--- config.mk ---
export PLATFORM = sky130hd
export DESIGN_NAME = sbh_sideband
export DESIGN_NICKNAME = d
export VERILOG_FILES = /design/src/rtl/sbh_pkg.sv /design/src/rtl/sbh_sideband.sv /design/src/rtl/sbh_sync.sv
export SDC_FILE = /design/constraint.sdc
export NUM_CORES = 1
export LEC_CHECK = 0
export BUFFER_PORTS_ARGS = -buffer_cell sky130_fd_sc_hd__buf_2
export CORE_MARGIN = 8
export CORE_UTILIZATION = 30
export CTS_CLUSTER_SIZE = 8
export DETAILED_ROUTE_END_ITERATION = 8
export PLACE_DENSITY_LB_ADDON = 0.1
export SKIP_CTS_REPAIR_TIMING = 1
export SLEW_MARGIN = 20
export SYNTH_ARGS = -nofsm -noshare
export SYNTH_HDL_FRONTEND = slang
export SYNTH_SLANG_ARGS = --single-unit
--- constraint.sdc ---
create_clock -name core_clk -period 4 [get_ports core_clk]
set_clock_uncertainty 0.1 [all_clocks]
set_input_delay 0.2 -clock core_clk [delete_from_list [all_inputs] [get_ports core_clk]]
set_output_delay 0.2 -clock core_clk [all_outputs]
set_load 0.01 [all_outputs]
--- src/rtl/sbh_pkg.sv ---
`default_nettype none
package sbh_pkg;

	// ----------------------------------------------------------------
	// power and handler states
	// ----------------------------------------------------------------
	typedef enum logic [5:0] {
		SBH_RUN       = 6'h01,
		SBH_SAVE      = 6'h02,
		SBH_HND_ACK   = 6'h04,
		SBH_HND_RUN   = 6'h08,
		SBH_HALT      = 6'h10,
		SBH_SLEEP     = 6'h20
	} sbh_state_t;

	// ----------------------------------------------------------------
	// bus special-cycle announcements
	// ----------------------------------------------------------------
	typedef enum logic [1:0] {
		SBH_ACK_NONE  = 2'h0,
		SBH_ACK_MGMT  = 2'h1,
		SBH_ACK_HALT  = 2'h2
	} sbh_ack_t;

	typedef struct packed {
		logic     valid;
		sbh_ack_t kind;
	} sbh_ack_req_t;

	// clocks gated per unit
	typedef struct packed {
		logic core_en;
		logic bus_if_en;
		logic lint_en;
	} sbh_clk_en_t;

	localparam int unsigned SBH_SYNC_STAGES = 2;
	localparam int unsigned SBH_SAVE_CYCLES = 4;

endpackage : sbh_pkg
`default_nettype wire

--- src/rtl/sbh_sideband.sv ---
// Notes on behaviour
// - an accepted management request first saves state, then enters handler mode.
// - in handler mode an acknowledge is sent on the bus before handler fetch begins.
// - a management request held while reset releases floats every output.
// - a clock-halt request enters halt-grant and sends a halt acknowledge.
// - in halt-grant only the bus interface and local interrupt clocks keep running.
// - in halt-grant snoops and interrupts are still serviced.
// - releasing clock-halt restores all clocks and resumes execution.
// - the clock-halt request is asynchronous and never touches the bus clock.
// - a deeper-halt request in halt-grant enters sleep, and its release returns to halt-grant.
`timescale 1ns/100ps
`default_nettype none
module sbh_sideband
	import sbh_pkg::*;
#(
	parameter int unsigned SYNC_STAGES = sbh_pkg::SBH_SYNC_STAGES,
	parameter int unsigned SAVE_CYCLES = sbh_pkg::SBH_SAVE_CYCLES
) (
	input  wire logic                 core_clk,
	input  wire logic                 rst,
	input  wire logic                 mgmt_interrupt_req_n,
	input  wire logic                 clock_halt_req_n,
	input  wire logic                 deeper_halt_req_n,
	input  wire logic                 ack_done,
	input  wire logic                 save_done,
	input  wire logic                 handler_exit,
	input  wire logic                 snoop_req,
	input  wire logic                 intr_req,
	output var  sbh_pkg::sbh_ack_req_t ack_req,
	output var  sbh_pkg::sbh_clk_en_t  clk_en,
	output var  logic                 save_start,
	output var  logic                 handler_fetch,
	output var  logic                 exec_en,
	output var  logic                 outputs_oe,
	output var  logic                 snoop_resp,
	output var  logic                 intr_service,
	output var  logic                 in_handler_mode
);
	import sbh_pkg::*;

	// the save counter is sixteen bits wide
	if (SAVE_CYCLES < 1 || SAVE_CYCLES > 65536) begin : g_bad_save
		$error("save cycle count out of range");
	end

	// ----------------------------------------------------------------
	// synchronisers
	// ----------------------------------------------------------------
	logic mgmt_n_s;
	logic halt_n_s;
	logic deep_n_s;

	// requests come straight from pins with no clock relation
	// only the management one is kept out of reset so the release strap sees a request held through it
	sbh_sync #(.STAGES(SYNC_STAGES), .INIT(1'b1)) u_sync_mgmt (
		.core_clk (core_clk),
		.rst      (1'b0),
		.d_in     (mgmt_interrupt_req_n),
		.q_out    (mgmt_n_s)
	);
	sbh_sync #(.STAGES(SYNC_STAGES), .INIT(1'b1)) u_sync_halt (
		.core_clk (core_clk),
		.rst      (rst),
		.d_in     (clock_halt_req_n),
		.q_out    (halt_n_s)
	);
	sbh_sync #(.STAGES(SYNC_STAGES), .INIT(1'b1)) u_sync_deep (
		.core_clk (core_clk),
		.rst      (rst),
		.d_in     (deeper_halt_req_n),
		.q_out    (deep_n_s)
	);

	// ----------------------------------------------------------------
	// reset-release strap
	// ----------------------------------------------------------------
	logic rst_d_r;
	logic rst_d_nxt;
	logic float_r;
	logic float_nxt;

	// caught at the first clock after release, never under reset itself
	always_comb begin
		rst_d_nxt = rst;
		float_nxt = float_r;
		if (rst_d_r && !rst) begin
			float_nxt = !mgmt_n_s;
		end
	end

	always_ff @(posedge core_clk) begin
		rst_d_r <= rst_d_nxt;
		float_r <= float_nxt;
	end

	// ----------------------------------------------------------------
	// state machine
	// ----------------------------------------------------------------
	sbh_state_t            st_r;
	sbh_state_t            st_nxt;
	logic [15:0]           cnt_r;
	logic [15:0]           cnt_nxt;
	sbh_ack_req_t          ack_r;
	sbh_ack_req_t          ack_nxt;
	logic                  halt_ackd_r;
	logic                  halt_ackd_nxt;

	localparam logic [15:0] SAVE_LAST = 16'(SAVE_CYCLES - 1);

	always_comb begin
		st_nxt        = st_r;
		cnt_nxt       = cnt_r;
		ack_nxt       = ack_r;
		halt_ackd_nxt = halt_ackd_r;
		if (ack_r.valid && ack_done) begin
			ack_nxt.valid = 1'b0;
			ack_nxt.kind  = SBH_ACK_NONE;
		end
		unique case (st_r)
			SBH_RUN: begin
				// management request takes priority over clock halt
				if (!mgmt_n_s) begin
					st_nxt  = SBH_SAVE;
					cnt_nxt = '0;
				end else if (!halt_n_s) begin
					st_nxt        = SBH_HALT;
					halt_ackd_nxt = 1'b0;
				end
			end
			SBH_SAVE: begin
				// state must be stored before the handler may run
				if (save_done && cnt_r >= SAVE_LAST) begin
					st_nxt        = SBH_HND_ACK;
					ack_nxt.valid = 1'b1;
					ack_nxt.kind  = SBH_ACK_MGMT;
				end else if (cnt_r < SAVE_LAST) begin
					cnt_nxt = cnt_r + 16'h0001;
				end
			end
			SBH_HND_ACK: begin
				if (ack_r.valid && ack_done) begin
					st_nxt = SBH_HND_RUN;
				end
			end
			SBH_HND_RUN: begin
				if (handler_exit) begin
					st_nxt = SBH_RUN;
				end
			end
			SBH_HALT: begin
				if (!halt_ackd_r && !ack_r.valid) begin
					ack_nxt.valid = 1'b1;
					ack_nxt.kind  = SBH_ACK_HALT;
					halt_ackd_nxt = 1'b1;
				end
				// sleep only once the acknowledge has left the bus
				if (halt_n_s && halt_ackd_r && !ack_r.valid) begin
					st_nxt = SBH_RUN;
				end else if (!deep_n_s && halt_ackd_r && !ack_r.valid) begin
					st_nxt = SBH_SLEEP;
				end
			end
			SBH_SLEEP: begin
				if (deep_n_s) begin
					st_nxt = SBH_HALT;
				end
			end
			default: begin
				st_nxt = SBH_RUN;
			end
		endcase
	end

	always_ff @(posedge core_clk) begin
		if (rst) begin
			st_r        <= SBH_RUN;
			cnt_r       <= '0;
			ack_r       <= '0;
			halt_ackd_r <= 1'b0;
		end else begin
			st_r        <= st_nxt;
			cnt_r       <= cnt_nxt;
			ack_r       <= ack_nxt;
			halt_ackd_r <= halt_ackd_nxt;
		end
	end

	// ----------------------------------------------------------------
	// registered outputs
	// ----------------------------------------------------------------
	sbh_clk_en_t clk_nxt;
	logic        save_nxt;
	logic        fetch_nxt;
	logic        exec_nxt;
	logic        snp_nxt;
	logic        intr_nxt;
	logic        hnd_nxt;

	always_comb begin
		clk_nxt.core_en   = !(st_nxt inside {SBH_HALT, SBH_SLEEP});
		clk_nxt.bus_if_en = (st_nxt != SBH_SLEEP);
		clk_nxt.lint_en   = (st_nxt != SBH_SLEEP);
		save_nxt  = (st_nxt == SBH_SAVE);
		fetch_nxt = (st_nxt == SBH_HND_RUN);
		exec_nxt  = (st_nxt inside {SBH_RUN, SBH_HND_RUN});
		hnd_nxt   = (st_nxt inside {SBH_HND_ACK, SBH_HND_RUN});
		// sleep ignores snoops and interrupts, halt-grant does not
		snp_nxt   = snoop_req && (st_r != SBH_SLEEP);
		intr_nxt  = intr_req && (st_r != SBH_SLEEP);
	end

	always_ff @(posedge core_clk) begin
		if (rst) begin
			clk_en          <= '1;
			save_start      <= 1'b0;
			handler_fetch   <= 1'b0;
			exec_en         <= 1'b0;
			snoop_resp      <= 1'b0;
			intr_service    <= 1'b0;
			in_handler_mode <= 1'b0;
			outputs_oe      <= 1'b0;
			ack_req         <= '0;
		end else begin
			clk_en          <= clk_nxt;
			save_start      <= save_nxt;
			handler_fetch   <= fetch_nxt;
			exec_en         <= exec_nxt;
			snoop_resp      <= snp_nxt;
			intr_service    <= intr_nxt;
			in_handler_mode <= hnd_nxt;
			outputs_oe      <= !float_nxt;
			ack_req         <= ack_nxt;
		end
	end
endmodule : sbh_sideband
`default_nettype wire

--- src/rtl/sbh_sync.sv ---
`timescale 1ns/100ps
`default_nettype none
module sbh_sync #(
	parameter int unsigned STAGES = 2,
	parameter logic        INIT   = 1'b1
) (
	input  wire logic core_clk,
	input  wire logic rst,
	input  wire logic d_in,
	output var  logic q_out
);
	logic [STAGES-1:0] sh_r;
	logic [STAGES-1:0] sh_nxt;

	if (STAGES < 2) begin : g_bad_stages
		$error("sbh_sync needs two stages or more");
	end

	// first stage feeds only the next stage
	always_comb begin
		sh_nxt = {sh_r[STAGES-2:0], d_in};
	end

	always_ff @(posedge core_clk) begin
		if (rst) begin
			sh_r <= {STAGES{INIT}};
		end else begin
			sh_r <= sh_nxt;
		end
	end

	assign q_out = sh_r[STAGES-1];
endmodule : sbh_sync
`default_nettype wire

# Word-level counts from Yosys, hierarchy flattened
# Cells that the tools add are included.
[op_classes] n_addsub=1 magnitude_cmp=2 eq_ne=20 n_mux=22 n_reduce_logical=24
[op_table] cell="$mux 16" count=3
[op_table] cell="$mux 6" count=8
[op_table] cell="$pmux 6 s6" count=1
[op_table] cell="$pmux 16 s2" count=1
[op_table] cell="$add 16x1->16 const B" count=1
[op_table] cell="$ge 16x2->1 const B" count=1
[op_table] cell="$lt 16x2->1 const B" count=1
[op_table] cell="$eq 6x1->1 const B" count=2
[op_table] cell="$eq 6x2->1 const B" count=2
[op_table] cell="$eq 6x3->1 const B" count=2
[op_table] cell="$eq 6x4->1 const B" count=2
[op_table] cell="$eq 6x5->1 const B" count=2
[op_table] cell="$eq 6x6->1 const B" count=2
[op_table] cell="$ne 6x6->1 const B" count=2
[op_table] cell="$logic_and 1x1->1" count=10
[op_table] cell="$ne 2x2->1 const B" count=5
[op_table] cell="$reduce_bool 2->1" count=5
[op_table] cell="$mux 3" count=3
[op_table] cell="$reduce_and 4->1" count=2
[op_table] cell="$logic_not 1->1" count=7
[op_table] cell="$pmux 3 s2" count=1
[op_table] cell="$mux 1" count=4
[op_table] cell="$ne 2x1->1 const B" count=1
[op_table] cell="$pmux 1 s2" count=1
[totals] reg_bits=43 inputBits=10 wordCells=88

# Logic depth before layout (Yosys ltp)
[logic_depth] ltp_word=9 ltp_mapped=6 ltp_nobuf=5

# Modules after synthesis
# From an unflattened synthesis, not the netlist that was laid out.
[unflattened] hier_cells=158 area_unflattened_um2=1570.3
[modules_own_cells] module="sbh_sideband" n_inst=1 cells_per_inst=146 area_each_um2=1412.6 seq_area_each_um2=740.7
[modules_own_cells] module="sbh_sync" n_inst=3 cells_per_inst=4 area_each_um2=52.6 seq_area_each_um2=40.0

# Worst setup path after synthesis
# Ideal clock, no wire load.
[synth_path] path_kind="register -> register" startpoint="register st_r[3]" endpoint="register cnt_r[10]" setup_ps=115 t_arrival_ps=1702 t_required_ps=3785 setup_slack_ps=2082 path_stages_with_launch=6 path_buffers=2 period_less_slack_ps=1918 path_cell_list="dfxtp_1 or4_4 or3_1 buf_2 clkbuf_1 and3_1"
[synth_between] elab_chain_len=3 word_cells_on_any_way=8 cone_classes="5 x eq/ne; 1 x mux; 2 x reduce/logical"
[synth_rtl] element="start, declared" line_no="sbh_sideband.sv:99" rtl="sbh_state_t st_r;"
[synth_rtl] element="start signal, assigned" line_no="sbh_sideband.sv:181" rtl="st_r <= st_nxt;"
[synth_rtl] element="$eq 6x1->1 or $eq 6x2->1 (tied branches)" line_no="sbh_sideband.sv:119" rtl="unique case (st_r)"
[synth_rtl] element="$ne 2x2->1 (no line) or $reduce_bool 2->1 (tied branches)"
[synth_rtl] element="$reduce_and 4->1 (no line)"
[synth_rtl] element="end signal, assigned" line_no="sbh_sideband.sv:182" rtl="cnt_r <= cnt_nxt;"
[synth_rtl] element="end, declared" line_no="sbh_sideband.sv:101" rtl="logic [15:0] cnt_r;"
# Several ways; a longest one is shown, not always the timed one.
# A chain may end at the register's enable or synchronous reset.

# Worst setup path after layout
[layout_path] startpoint="register st_r[3]" endpoint="register cnt_r[0]"
# Same word-level chain as after synthesis.

==> results.txt <==
outcome: completed
input/output buffers: 22
IO Pins: 23
Reg2Reg Capture Point: cnt_r[0]$_SDFFE_PP0P_
capturing element type of the critical path: flip-flop
ratio of cells with drive above 1 in the final layout: 0.2222
htree depth: 2
Synth Flop Type: dfxtp_1
antenna violations before repair: 0
Synth Cell Area: 1546 um2
Synth Area in Simple Gates: 0.2848
Synth Warn #: 0
Synth area leader: dfxtp_1
Cells after Synth: 156
Clock Path Buffers: 2
GR Util All Layers: 0.09461
fraction of registers with async set or reset after synthesis: 0
initial core utilization: 0.3067
EDFF count, synth: 0
max_cap viols: 0
Hold Crit Start: snoop_req
CP startpoint kind: flip-flop
TritonCTS clock tree: built
clock latency on the worst-skew pair: 290 ps
syn avg cell area: 9.913 um2
end point of the worst hold path: snoop_resp$_SDFF_PP0_
flops & latches, synth: 43
Filler Cells Inserted: 512
Yosys top cell area share: 0.5566
Seq/Total Area, Yosys: 0.5566
Placer Congestion: 0.8470
hold path depth: 2
Synth area leaders: dfxtp_1 56%, and3_1 6.5%, nand3_1 2.6%, nor2_1 2.4%, a21oi_1 2.3%
combinational share of power: 0.076
drt wl/cell: 13.09 um
vias in the first global route: 1,140
fin crit period: 2021 ps
DR vias: 1,178
CP max stage cell: or3_1
Compound-Gate Fraction of Synth Area: 0.1117
Slew @ Worst Pin: 473.2 ps
combinational family with the most area after synthesis: simple AND/OR/NAND/NOR gates
Layout area overhead: 19.01%
critical-path maximum fanout: 18
Remaining Overflow, GRT: 0
CP Cell Sequence: or4_4, or3_1, o211ai_1, a21oi_2
pin count of the biggest net entering global routing: 26
Switching Share: 0.2211
clock transition at the registers of the reported paths: 80 ps
Via density: 4.712
post-synthesis mux area share: 0
global-route wire length before repair: 5575 um
post-synthesis xor/xnor area fraction: 0.005663
Num Clock Sinks: 43
max-slew violations: 0
DR pass1 iterations: 6
clk root buf: clkbuf_8
Clock power frac: 0.382
Setup violations, final: 0
Sequential Power Share: 0.542
hpwl dp: 2331 um
Synth cell types: 40
adder-cell share of the synthesized area: 0.008091
RSZ-0062 raised after global routing: false
fin crit share: 0.5052
Tot Pwr: 838.6 uW
fin nets: 191
CTS Buf Count: 5
cells on worst reg2reg path: 4
die area: 7708 um2
Reg2Reg Setup Slack: 1980 ps
die height: 87.80 um
Core Area: 5042 um2
Static Leakage: 0.0008052 uW
min-delay worst type: input pin to flip-flop
Mapped Nets: 167
NetSw: 185.4 uW
Crit path largest cell delay: 580 ps
WP data arrival: 2090 ps
# DRC: 0
width of the die: 87.80 um
r2r startpoint: st_r[3]$_SDFF_PP0_
FMAX: 0.4948 GHz
critical path type: flip-flop to flip-flop
VDD IR-drop max: 183.1 uV
ant diodes: 0
Hold Violations, Final: 0
DRT iter0 DRCs: 60
Cells after DPL: 240
num rows: 26
Max-slew headroom: 0.6845
non-filler cells in the finished layout: 250
top cells by count, synth: 43 x dfxtp_1, 16 x and3_1, 10 x nor2_1, 8 x nand3_1, 7 x a21oi_1
Critical Path RT: 4060 ps
Setup TNS: 0 ps
most numerous cell in the Yosys netlist: dfxtp_1
P_int: 653.2 uW
Detail Route Antenna Nets: 0
DRT Wirelength: 3272 um
pwr dens: 455.6 nW/um2
## how the worst max path moves through the flow
stage	from	to	cells past startpoint	slack (ps)
after CTS	st_r[3]$_SDFF_PP0_	cnt_r[0]$_SDFFE_PP0P_	4	1990
after floorplan	st_r[3]$_SDFF_PP0_	cnt_r[10]$_SDFFE_PP0P_	5	2080
after detailed placement	st_r[3]$_SDFF_PP0_	cnt_r[1]$_SDFFE_PP0P_	4	2000
final	st_r[3]$_SDFF_PP0_	cnt_r[0]$_SDFFE_PP0P_	4	1980
after global placement	st_r[3]$_SDFF_PP0_	cnt_r[0]$_SDFFE_PP0P_	4	2050
after global routing	st_r[3]$_SDFF_PP0_	cnt_r[0]$_SDFFE_PP0P_	4	1870
## state kept, by name (all words and copies together), names as in the netlist, 2 cells and up
| signal | cells |
|---|---|
| u_sync_deep.sh_r | 2 |
| u_sync_halt.sh_r | 2 |
| ack_req | 3 |
| u_sync_mgmt.sh_r | 2 |
| clk_en | 2 |
| st_r | 6 |
| cnt_r | 16 |
## logic make-up after synthesis
kind of cell | Yosys count
AOI/OAI and AO/OA | 27
xor gates and xnor gates | 1
adders and majority gates | 1
buffers and inverters | 12
DFF | 43
and+or+nand+nor | 72
## power groups by stage
| stage | sequential, uW | clock (uW) | combinational (uW) |
|---|---|---|---|
| floorplan | 459 | 0 | 47.9 |
| global placement | 465 | 0 | 60.1 |
| detailed placement | 464 | 0 | 62.0 |
| CTS | 454 | 333 | 62.2 |
| global route | 457 | 350 | 72.0 |
| finish | 455 | 320 | 63.6 |
## through the flow
stage	setup slack [ps]	util	hold slack [ps]	instance area, um2
2_1_floorplan	2082	-	127.7	1546
3_3_place_gp	2048	0.3387	206.0	1708
3_5_place_dp	1997	0.3387	205.7	1708
4_1_cts	1992	0.3591	-94.57	1810
5_1_grt	1873	0.3650	68.16	1841
6_report	1979	0.3650	71.83	1841
## critical path: cells and delay by family (launching register included)
| family | cells | cell delay (ps) |
|---|---|---|
| simple gates | 2 | 1150 |
| flops | 1 | 360 |
| compound gates | 2 | 280 |
## cell type report
cell class,count,area (um2),share of cell area
Timing Repair Buffer,25,140.1,0.07614
Multi-Input combinational cell,101,634.4,0.3447
Clock inverter,1,30.03,0.01632
Tap cell,70,87.58,0.04759
Clock buffer,6,72.57,0.03943
Sequential cell,43,860.8,0.4677
Inverter,4,15.01,0.008158
## cells in the final DEF (no fill, tap or decap), types with 5 or more instances in the layout
cell	Yosys	layout
and3_1	16	16
dfxtp_1	43	43
a21oi_1	7	7
nor2_1	10	10
nor4_1	5	5
buf_2	2	22
o21ai_0	6	6
clkbuf_8	0	5
nand3_1	8	8
or2_2	5	5
## routing by layer
layer  wire [um]  vias to the layer above  global-route usage
met4          58                        0             0.04219
met1        1668                      540              0.1238
li1            -                      610                   -
met5           0                        -                   0
met2        1334                       22              0.1306
met3         211                        6             0.03940
No activity file was read; power rests on OpenSTA's default activity.
